$ cat src/row_mux_consts.vh
// Constants for the keypad row pin function multiplexer
`ifndef ROW_MUX_CONSTS_VH
`define ROW_MUX_CONSTS_VH
`define FN_W 2
`define FN_ROW_SENSE 2'h0
`define FN_AUDIO_ALT 2'h1
`define FN_GPIO_OUT 2'h2
`define FN_GPIO_IN 2'h3
`define FN_RESET `FN_GPIO_IN
`define ACK_CYCLES 2'h3
`define ACK_CNT_W 2
`define ACK_ZERO 2'h0
`define ACK_ONE 2'h1
`endif

$ cat src/debug_ack_pulse.v
// Debug entry acknowledge pulse timer
`timescale 1ns/10ps
`include "row_mux_consts.vh"
module debug_ack_pulse (
   input wire sys_clk,
   input wire rstn,
   input wire debugEntry,
   output reg ackActive_q
);
   reg [`ACK_CNT_W-1:0] cnt_q;
   reg [`ACK_CNT_W-1:0] cnt_d;
   always @* begin
      cnt_d = cnt_q;
      if (debugEntry && cnt_q == `ACK_ZERO) begin
         cnt_d = `ACK_CYCLES; // [RQ10]
      end else if (cnt_q != `ACK_ZERO) begin
         cnt_d = cnt_q - `ACK_ONE;
      end
   end
   always @(posedge sys_clk or negedge rstn) begin
      if (!rstn) begin
         cnt_q <= `ACK_ZERO;
         ackActive_q <= 1'b0;
      end else begin
         cnt_q <= cnt_d;
         ackActive_q <= (cnt_d != `ACK_ZERO); // [RQ10]
      end
   end
endmodule // debug_ack_pulse

$ cat src/keypad_row_pin_function_mux.v
// Keypad row pin function multiplexer for two row pins
// Operation
// [RQ1] Select high routes debug event and test clock onto the row pins.
// [RQ2] Select low: each row pin may sense a keypad row.
// [RQ3] Audio frame sync alt feeds transmitter and receiver in synchronous mode.
// [RQ4] Audio frame sync alt feeds only the transmitter in asynchronous mode.
// [RQ5] Audio bit clock alt: both sides synchronous, transmitter only asynchronous.
// [RQ6] Alternate audio use disables the primary audio pin.
// [RQ7] General purpose outputs carry carrier detect and phone bell lines.
// [RQ8] After reset each row pin is a general purpose input.
// [RQ9] External converter drives debug event low to request debug mode.
// [RQ10] Debug entry drives debug event open drain low for three cycles.
// [RQ11] Alternate debug or test clock disconnects the primary pins.
// [RQ12] Alternate selection uses second row pin as the test clock.
// [RQ13] Pull resistors disconnect whenever a row pin is an output.
// [RQ14] Select change reroutes pins combinationally in the datapath.
`timescale 1ns/10ps
`include "row_mux_consts.vh"
module keypad_row_pin_function_mux (
   input wire sys_clk,
   input wire rstn,
   input wire pin_function_select,
   input wire fnWrite,
   input wire [`FN_W-1:0] fnA,
   input wire [`FN_W-1:0] fnB,
   input wire audioSyncMode,
   input wire carrierDetectOut,
   input wire phoneBellOut,
   input wire debugEntry,
   input wire pinAIn,
   input wire pinBIn,
   input wire primaryFrameSyncIn,
   input wire primaryBitClockIn,
   input wire primaryDebugEventIn,
   input wire primaryTestClockIn,
   input wire audioFsOut,
   input wire audioFsOutEn,
   input wire audioClkOut,
   input wire audioClkOutEn,
   output reg pinAOut_q,
   output reg pinAOe_q,
   output reg pinBOut_q,
   output reg pinBOe_q,
   output reg pinAPullEn_q,
   output reg pinBPullEn_q,
   output reg keypad_sense_line_a_q,
   output reg keypad_sense_line_b_q,
   output reg txFrameSync_q,
   output reg rxFrameSync_q,
   output reg txBitClock_q,
   output reg rxBitClock_q,
   output reg primaryFrameSyncEn_q,
   output reg primaryBitClockEn_q,
   output reg debugRequestN_q,
   output reg testClock_q,
   output reg primaryDebugEn_q,
   output reg primaryTestClockEn_q,
   output reg [`FN_W-1:0] fnAState_q,
   output reg [`FN_W-1:0] fnBState_q
);
   reg [`FN_W-1:0] fnA_q;
   reg [`FN_W-1:0] fnB_q;
   wire ackActive_q;
   reg aOut_d, aOe_d, bOut_d, bOe_d;
   reg senseA_d, senseB_d, txFs_d, rxFs_d, txCk_d, rxCk_d;
   reg dbgReqN_d, tck_d;
   reg audioA, audioB;

   // Function decode shared by both pins
   function isOutFn;
      input [`FN_W-1:0] fn;
      begin
         isOutFn = (fn == `FN_GPIO_OUT);
      end
   endfunction

   function isAudioFn;
      input [`FN_W-1:0] fn;
      begin
         isAudioFn = (fn == `FN_AUDIO_ALT);
      end
   endfunction

   debug_ack_pulse ackTimer (
      .sys_clk(sys_clk),
      .rstn(rstn),
      .debugEntry(debugEntry),
      .ackActive_q(ackActive_q)
   );

   always @(posedge sys_clk or negedge rstn) begin
      if (!rstn) begin
         fnA_q <= `FN_RESET; // [RQ8]
         fnB_q <= `FN_RESET; // [RQ8]
      end else if (fnWrite) begin
         fnA_q <= fnA;
         fnB_q <= fnB;
      end
   end

   // Routing is combinational in select; only the output register adds latency
   always @* begin
      audioA = !pin_function_select && isAudioFn(fnA_q);
      audioB = !pin_function_select && isAudioFn(fnB_q);
      aOut_d = 1'b0;
      aOe_d = 1'b0;
      bOut_d = 1'b0;
      bOe_d = 1'b0;
      senseA_d = 1'b1;
      senseB_d = 1'b1;
      txFs_d = primaryFrameSyncIn;
      rxFs_d = primaryFrameSyncIn;
      txCk_d = primaryBitClockIn;
      rxCk_d = primaryBitClockIn;
      dbgReqN_d = primaryDebugEventIn;
      tck_d = primaryTestClockIn;
      if (pin_function_select) begin // [RQ14]
         // Open drain: only ever drives low
         aOut_d = 1'b0;
         aOe_d = ackActive_q; // [RQ10]
         dbgReqN_d = pinAIn; // [RQ1] [RQ9] [RQ11]
         tck_d = pinBIn; // [RQ1] [RQ12] [RQ11]
      end else begin
         if (fnA_q == `FN_ROW_SENSE) begin
            senseA_d = pinAIn; // [RQ2]
         end
         if (fnB_q == `FN_ROW_SENSE) begin
            senseB_d = pinBIn; // [RQ2]
         end
         if (isOutFn(fnA_q)) begin
            aOut_d = carrierDetectOut; // [RQ7]
            aOe_d = 1'b1;
         end
         if (isOutFn(fnB_q)) begin
            bOut_d = phoneBellOut; // [RQ7]
            bOe_d = 1'b1;
         end
         if (audioA) begin
            aOut_d = audioFsOut;
            aOe_d = audioFsOutEn;
            txFs_d = audioFsOutEn ? audioFsOut : pinAIn; // [RQ3] [RQ4] [RQ6]
            if (audioSyncMode) begin
               rxFs_d = txFs_d; // [RQ3]
            end
         end
         if (audioB) begin
            bOut_d = audioClkOut;
            bOe_d = audioClkOutEn;
            txCk_d = audioClkOutEn ? audioClkOut : pinBIn; // [RQ5] [RQ6]
            if (audioSyncMode) begin
               rxCk_d = txCk_d; // [RQ5]
            end
         end
      end
   end

   always @(posedge sys_clk or negedge rstn) begin
      if (!rstn) begin
         pinAOut_q <= 1'b0;
         pinAOe_q <= 1'b0;
         pinBOut_q <= 1'b0;
         pinBOe_q <= 1'b0;
         pinAPullEn_q <= 1'b1;
         pinBPullEn_q <= 1'b1;
         keypad_sense_line_a_q <= 1'b1;
         keypad_sense_line_b_q <= 1'b1;
         txFrameSync_q <= 1'b0;
         rxFrameSync_q <= 1'b0;
         txBitClock_q <= 1'b0;
         rxBitClock_q <= 1'b0;
         primaryFrameSyncEn_q <= 1'b1;
         primaryBitClockEn_q <= 1'b1;
         debugRequestN_q <= 1'b1;
         testClock_q <= 1'b0;
         primaryDebugEn_q <= 1'b1;
         primaryTestClockEn_q <= 1'b1;
         fnAState_q <= `FN_RESET;
         fnBState_q <= `FN_RESET;
      end else begin
         pinAOut_q <= aOut_d;
         pinAOe_q <= aOe_d;
         pinBOut_q <= bOut_d;
         pinBOe_q <= bOe_d;
         pinAPullEn_q <= !aOe_d; // [RQ13]
         pinBPullEn_q <= !bOe_d; // [RQ13]
         keypad_sense_line_a_q <= senseA_d;
         keypad_sense_line_b_q <= senseB_d;
         txFrameSync_q <= txFs_d;
         rxFrameSync_q <= rxFs_d;
         txBitClock_q <= txCk_d;
         rxBitClock_q <= rxCk_d;
         primaryFrameSyncEn_q <= !audioA; // [RQ6]
         primaryBitClockEn_q <= !audioB; // [RQ6]
         debugRequestN_q <= dbgReqN_d;
         testClock_q <= tck_d;
         primaryDebugEn_q <= !pin_function_select; // [RQ11]
         primaryTestClockEn_q <= !pin_function_select; // [RQ11]
         fnAState_q <= fnA_q;
         fnBState_q <= fnB_q;
      end
   end
endmodule // keypad_row_pin_function_mux

$ cat config.mk
export PLATFORM = sky130hd
export DESIGN_NAME = keypad_row_pin_function_mux
export DESIGN_NICKNAME = d
export VERILOG_FILES = /design/src/debug_ack_pulse.v /design/src/keypad_row_pin_function_mux.v
export VERILOG_INCLUDE_DIRS = /design/src /design/src/src
export SDC_FILE = /design/constraint.sdc
export NUM_CORES = 1
export LEC_CHECK = 0
export ABC_AREA = 1
export BUFFER_PORTS_ARGS = -buffer_cell sky130_fd_sc_hd__buf_2
export CAP_MARGIN = 20
export CORE_UTILIZATION = 45
export DETAILED_ROUTE_END_ITERATION = 16
export PLACE_DENSITY = 0.85
export RECOVER_POWER = 100
export SYNTH_ARGS = -nofsm -noshare
export SYNTH_HDL_FRONTEND = slang
export SYNTH_HIERARCHICAL = 1
export SYNTH_SLANG_ARGS = --single-unit
export TNS_END_PERCENT = 100
$ cat constraint.sdc
create_clock -name sys_clk -period 1.95 [get_ports sys_clk]
set_input_delay 0.195 -clock sys_clk [delete_from_list [all_inputs] [get_ports sys_clk]]
set_output_delay 0.195 -clock sys_clk [all_outputs]
set_load 0.01 [all_outputs]
==> results.sh, run 1 <==
export IMPL_power_frac_clock=0.295
export IMPL_min_path_type="primary input to flip-flop"
export IMPL_synth_nets=124
export IMPL_placement_rows=17
export IMPL_crit_type="flip-flop to flip-flop"
export IMPL_cts_buffers=3
export IMPL_diodes=0
export IMPL_area_delta_synth_final_pct=24.6
export IMPL_grt_use_total=0.178
export IMPL_netlist_top_cells_area="dfstp_2 (40%), dfrtp_1 (28%), nand2_1 (11%)"
export IMPL_routed_wl_um=2020
export IMPL_netlist_area_mm2=0.00106
export IMPL_vias_per_cell=4.68
export IMPL_worst_ep_required_time_ns=2.18
export IMPL_leakage_nw=0.643
export IMPL_die_width_um=50.5
export IMPL_crit_path_end_kind="flip-flop"
export IMPL_ys_warnings_count=6
export IMPL_cts_resized=0
export IMPL_maxCapViolCount=0
export IMPL_netlist_instances=102
export IMPL_clk_pin_slew_ns=0.14
export IMPL_crit_arrival_ns=1.58
export IMPL_grt_max_degree=29
export IMPL_dieArea_mm2=0.00255
export IMPL_core_area_mm2=0.00221
export IMPL_cts_sinks=28
export IMPL_ys_async_sr_fraction=1.00
export IMPL_synth_distinct_cells=17
export IMPL_postLayoutCellArea_mm2=0.00132
export IMPL_clockBufferDepth=2
export IMPL_clk_latency_ns=0.33
export IMPL_rsz0062_at_grt="no"
export IMPL_first_global_vias=810
export IMPL_gp_congestion=0.725
export IMPL_num_vias=824
export IMPL_cp_start_kind="flip-flop"
export IMPL_peakVddDrop_uv=530
export IMPL_synth_seq_cells=28
export IMPL_start_util=0.478
export IMPL_path_max_fanout=6
export IMPL_dr_pass1_iters=4
export IMPL_placed_cells=171
export IMPL_switching_share=0.252
export IMPL_period_share=0.690
export IMPL_min_period_ns=1.34
export IMPL_grt_pass1_wl_um=3310
export IMPL_tightest_slew_ns=0.565
export IMPL_yosysTopAreaCellShare=0.398
export IMPL_hold_viol_final=0
export IMPL_hold_depth=2
export IMPL_io_pins=44
export IMPL_p_sw_mw=0.320
export IMPL_postSynthAreaPerCell_um2=10.4
export IMPL_die_h_um=50.5
export IMPL_clock_fmax_ghz=0.744
export IMPL_post_drt_wl_per_cell_um=11.5
export IMPL_layout_drive_gt1_share=0.270
export IMPL_power_frac_seq=0.559
export IMPL_whs_ns=0.0401
export IMPL_dpl_instance_area_mm2=0.00129
export IMPL_synth_main_ff_cell="dfstp_2"
export IMPL_internal_power_mw=0.951
export IMPL_drc=0
export IMPL_h_tree_depth=1
export IMPL_yosysTopAreaCell="dfstp_2"
export IMPL_dp_hpwl_um=1510
export IMPL_status="finished, final reports clean"
export IMPL_total_power_mw=1.27
export IMPL_stdcell_count=176
export IMPL_grt_overflow=0
export IMPL_powerDensity_mw_per_mm2=964
export IMPL_synth_most_common_cell="nand2_1"
export IMPL_slew_viol_final=0
export IMPL_setup_violations=0
export IMPL_cts_tree="yes"
export IMPL_pwr_share_comb=0.146
export IMPL_synth_edff_count=0
export IMPL_drtIter0Drc=17
export IMPL_relSlewSlack=0.623
export IMPL_antenna_found_initial=0
export IMPL_cts_root_buffer="clkbuf_4"
export IMPL_skew_ns=0.00683
export IMPL_ff2ff_path_depth=5
export IMPL_ys_seq_area_frac=0.682
export IMPL_ant_nets=0
export IMPL_layout_nets=171
export IMPL_port_buffers=43
export IMPL_setup_tns_ns=0
export IMPL_synthTopCellsByCount="nand2_1 (32), dfstp_2 (16), dfrtp_1 (12), inv_1 (12), o21ai_0 (6)"
==> worst paths after layout <==
| kind | startpoint | endpoint | slack, ns |
|---|---|---|---|
| setup / recovery | fnA_q[0] | txFrameSync_q | 0.61 |
| hold / removal | audioFsOutEn | pinAPullEn_q | 0.04 |
| setup reg to reg | fnA_q[0] | txFrameSync_q | 0.61 |
| hold reg to reg | fnB_q[1] | fnBState_q[1] | 0.40 |
| max in group asynchronous | rstn | pinAPullEn_q | 1.20 |
| min in group asynchronous | rstn | pinBOe_q | 0.37 |
==> worst max-delay path, cell delays in order (launching register included) <==
cell	delay, ns
dfstp_1	0.59
nand2_1	0.07
nor2_1	0.32
clkinv_1	0.15
nand2_1	0.08
nand2_1	0.05
==> logic make-up after synthesis <==
family                 synth area share
and+or+nand+nor                   0.183
AOI/OAI and AO/OA                0.0639
buffers and inverters            0.0710
DFF                               0.682
==> cell usage in the layout, fill, tap and decap left out, drive strengths merged <==
cell type / netlist / layout
buf: 2 / 21
dfrtp: 12 / 12
nand4: 4 / 4
nor2: 3 / 3
bufinv: 0 / 1
a21oi: 2 / 2
clkbuf: 0 / 25
nand3: 6 / 6
dlygate4sd3: 0 / 1
o21ai: 10 / 10
clkinv: 0 / 1
nand2: 32 / 32
inv: 15 / 14
dfstp: 16 / 16
==> metal layers <==
metal / up-vias / global-route usage / wire, um
met4: 0 / 0.0972 / 45
met5: - / 0 / 0
met2: 37 / 0.300 / 988
met3: 7 / 0.0364 / 140
met1: 373 / 0.213 / 842
li1: 407 / - / -
==> timing repair <==
action                                 in CTS  in global routing
buffers inserted                            0                  0
endpoints found under the hold margin      12                  0
hold buffers                                1                  0
==> flip-flops by register name (all words and copies together) (netlist names), 2 cells and up <==
register,count
fnB_q,2
fnAState_q,2
ackTimer/cnt_q,2
fnA_q,2
fnBState_q,2
==> stage by stage <==
stage                      util  setup WS [ns]
after floorplan               -          0.923
after global placement    0.583          0.886
after detailed placement  0.583          0.844
after CTS                 0.611          0.740
after global routing      0.596          0.499
final                     0.596          0.605
==> layout make-up <==
cell class,count,area [um2]
Timing Repair Buffer,44,198
Sequential cell,28,721
Multi-Input combinational cell,57,255
Clock inverter,1,30.0
Inverter,15,56.3
Clock buffer,3,22.5
Tap cell,28,35.0
Fill cell,209,895
==> power by group through the flow <==
stage	sequential [mW]	clock, mW	combinational, mW
5_1_grt	0.722	0.397	0.214
3_3_place_gp	0.719	0	0.192
6_report	0.711	0.375	0.185
3_5_place_dp	0.724	0	0.200
2_1_floorplan	0.742	0	0.0864
4_1_cts	0.713	0.383	0.203
Power figures use the tool's default switching activity.
==> run 2, diff against run 1 <==
ABC_AREA = 0   (was 1)
CORE_UTILIZATION = 41   (was 45)
PLACE_DENSITY = 0.81   (was 0.85)
clock period = 1.2 ns   (was 1.95 ns; I/O delays follow)
==> results.sh, run 2 <==
export IMPL_status="finished, violations left"
export IMPL_violations="setup timing"
export IMPL_cp_slowest_cell="dfstp_2"
export IMPL_worst_ep_required_time_ns=1.42
export IMPL_hold_viol_final=0
export IMPL_synth_nets=92
export IMPL_grt_overflow=0
export IMPL_use_met2=0.300
export IMPL_slew_viol_final=0
export IMPL_layout_nets=149
export IMPL_h_tree_depth=1
export IMPL_drtIter0Drc=8
export IMPL_clk_pin_slew_ns=0.14
export IMPL_first_global_vias=741
export IMPL_synth_seq_cells=28
export IMPL_grt_met3_usage=0.0374
export IMPL_switching_share=0.256
export IMPL_rsz0062_at_grt="yes"
export IMPL_vias_per_cell=4.95
export IMPL_netlist_area_mm2=0.00107
export IMPL_postLayoutCellArea_mm2=0.00144
export IMPL_maxCapViolCount=0
export IMPL_synth_distinct_cells=21
export IMPL_ys_warnings_count=6
export IMPL_min_to="debugRequestN_q"
export IMPL_leakage_nw=0.639
export IMPL_path_cells="or3b_4 > mux2_4"
export IMPL_setup_violations=8
export IMPL_die_width_um=53.2
export IMPL_synth_edff_count=0
export IMPL_max_stage_delay_ns=0.56
export IMPL_netlist_instances=70
export IMPL_cts_buffers=3
export IMPL_grt_max_degree=29
export IMPL_synth_most_common_cell="dfstp_2"
export IMPL_tightest_slew_ns=0.681
export IMPL_path_max_fanout=3
export IMPL_use_met1=0.206
export IMPL_port_buffers=43
export IMPL_area_delta_synth_final_pct=34.2
export IMPL_fin_util=0.582
export IMPL_crit_path_end_kind="flip-flop"
export IMPL_rrSetupSlack_ns=-0.16
export IMPL_peakVddDrop_uv=652
export IMPL_min_period_ns=1.36
export IMPL_period_share=1.13
export IMPL_clk_latency_ns=0.32
export IMPL_synthTopCellsByCount="dfstp_2 (16), dfrtp_1 (12), mux2_1 (10), nand3b_1 (5), nand2b_1 (4)"
export IMPL_relSlewSlack=0.546
export IMPL_min_path_type="primary input to flip-flop"
export IMPL_core_area_mm2=0.00248
export IMPL_power_frac_clock=0.222
export IMPL_die_h_um=53.2
export IMPL_r2r_end="txFrameSync_q"
export IMPL_internal_power_mw=1.48
export IMPL_pwr_share_comb=0.193
export IMPL_cts_tree="yes"
export IMPL_final_cell_mix="clkbuf_1 (25), buf_2 (19), dfstp_2 (16)"
export IMPL_ff2ff_path_depth=2
export IMPL_rr_startpoint="fnA_q[0]"
export IMPL_layout_drive_gt1_share=0.460
export IMPL_min_delay_start="primaryDebugEventIn"
export IMPL_ys_seq_area_frac=0.671
export IMPL_setup_slack_ns=-0.161
export IMPL_postSynthAreaPerCell_um2=15.4
export IMPL_skew_ns=0.00102
export IMPL_dpl_instance_area_mm2=0.00137
export IMPL_cts_sinks=28
export IMPL_powerDensity_mw_per_mm2=1380
export IMPL_gp_congestion=0.690
export IMPL_placement_rows=18
export IMPL_ant_nets=0
export IMPL_ys_async_sr_fraction=1.00
export IMPL_netlist_top_cells_area="dfstp_2 (39%), dfrtp_1 (28%), mux2_1 (10%)"
export IMPL_crit_type="flip-flop to flip-flop"
export IMPL_power_frac_seq=0.585
export IMPL_clockBufferDepth=2
export IMPL_io_pins=44
export IMPL_start_util=0.434
export IMPL_routed_wl_um=2270
export IMPL_grt_pass1_wl_um=3440
export IMPL_mostFrequentLayoutCell="clkbuf_1"
export IMPL_yosysTopAreaCell="dfstp_2"
export IMPL_cts_root_buffer="clkbuf_4"
export IMPL_clock_fmax_ghz=0.735
export IMPL_drc=0
export IMPL_yosysTopAreaCellShare=0.391
export IMPL_num_vias=772
export IMPL_crit_arrival_ns=1.58
export IMPL_synth_main_ff_cell="dfstp_2"
export IMPL_grt_use_total=0.179
export IMPL_antenna_found_initial=0
export IMPL_diodes=0
export IMPL_dieArea_mm2=0.00283
export IMPL_hold_depth=2
export IMPL_p_sw_mw=0.509
export IMPL_post_drt_wl_per_cell_um=14.5
export IMPL_top_usage_layer="met2"
export IMPL_dr_pass1_iters=4
export IMPL_cp_start_kind="flip-flop"
## run 2: changes by cell type in the layout (fill, tap and decap cells not counted), sizes merged, moves of 2 or more
cell / previous run / this run
nand2: 32 / 1
inv: 14 / 1
mux2: 0 / 12
o21ai: 10 / 1
clkbuf: 25 / 32
nand3: 6 / 0
nand3b: 0 / 5
nand2b: 0 / 4
nand4: 4 / 0
buf: 21 / 24
nor4bb: 0 / 2
or3b: 0 / 2
or4: 0 / 2
## run 2: worst max path at each step
stage / startpoint / end / slack, ns / cells past startpoint
6_report: fnA_q[0] / txFrameSync_q / -0.16 / 2
5_1_grt: fnA_q[0] / txFrameSync_q / -0.17 / 2
4_1_cts: fnA_q[0] / txFrameSync_q / -0.15 / 2
3_5_place_dp: fnA_q[0] / txFrameSync_q / -0.16 / 2
3_3_place_gp: fnA_q[0] / txFrameSync_q / -0.12 / 2
2_1_floorplan: fnB_q[0] / txBitClock_q / -0.15 / 2
## run 2: per-stage QoR
step           hold WS (ns)  cells  setup WS [ns]  setup TNS, ns  power [mW]
3_5_place_dp          0.159    147         -0.158         -0.427        1.56
6_report             0.0132    156         -0.161         -0.547        1.99
2_1_floorplan        -0.176     70         -0.152         -0.354        1.37
5_1_grt           -0.000548    156         -0.172         -0.969        2.10
4_1_cts             0.00602    155         -0.153         -0.511        2.05
3_3_place_gp          0.142    147         -0.115         -0.234        1.53
## run 2: metal layers
metal | wire length (um) | vias to the layer above
met1 | 897 | 373
met2 | 1160 | 33
met3 | 150 | 7
met4 | 60 | 0
li1 | - | 359
met5 | 0 | -
## run 2: what timing repair did
item / in CTS / in global routing
gates resized for setup: 6 / 2
hold buffers: 1 / 1
setup endpoints to repair: 5 / 8
endpoints found under the hold margin: 12 / 1
setup buffers: 3 / 0
pin swaps: 2 / 2
## run 2: final cells by class
class                      instances  area, um2
clock buffer                       4       36.3
fill                             220       1030
sequential                        28        721
inverter                           1       3.75
timing repair buffer              54        265
tap                               30       37.5
multi-input combinational         39        379
## run 2: worst max-delay path: cells and delay by family (launching register included)
kind,cells,cell delay (ns)
multiplexers,1,0.31
flip-flops,1,0.56
AND/OR/NAND/NOR,1,0.39
## run 2: power groups by stage
stage | Clock, mW | Combinational, mW | Sequential, mW
6_report | 0.442 | 0.385 | 1.17
3_3_place_gp | 0 | 0.364 | 1.17
2_1_floorplan | 0 | 0.155 | 1.22
5_1_grt | 0.500 | 0.424 | 1.18
3_5_place_dp | 0 | 0.381 | 1.18
4_1_cts | 0.460 | 0.418 | 1.17
## run 2: logic make-up (layout without fill, tap and decap cells)
kind of cell | after synthesis | after routing | share of synthesized area
flip-flops | 28 | 28 | 0.671
AND/OR/NAND/NOR | 20 | 20 | 0.137
multiplexers | 12 | 12 | 0.133
AO/OA/AOI/OAI | 7 | 7 | 0.0442
buffers and inverters | 3 | 59 | 0.0151
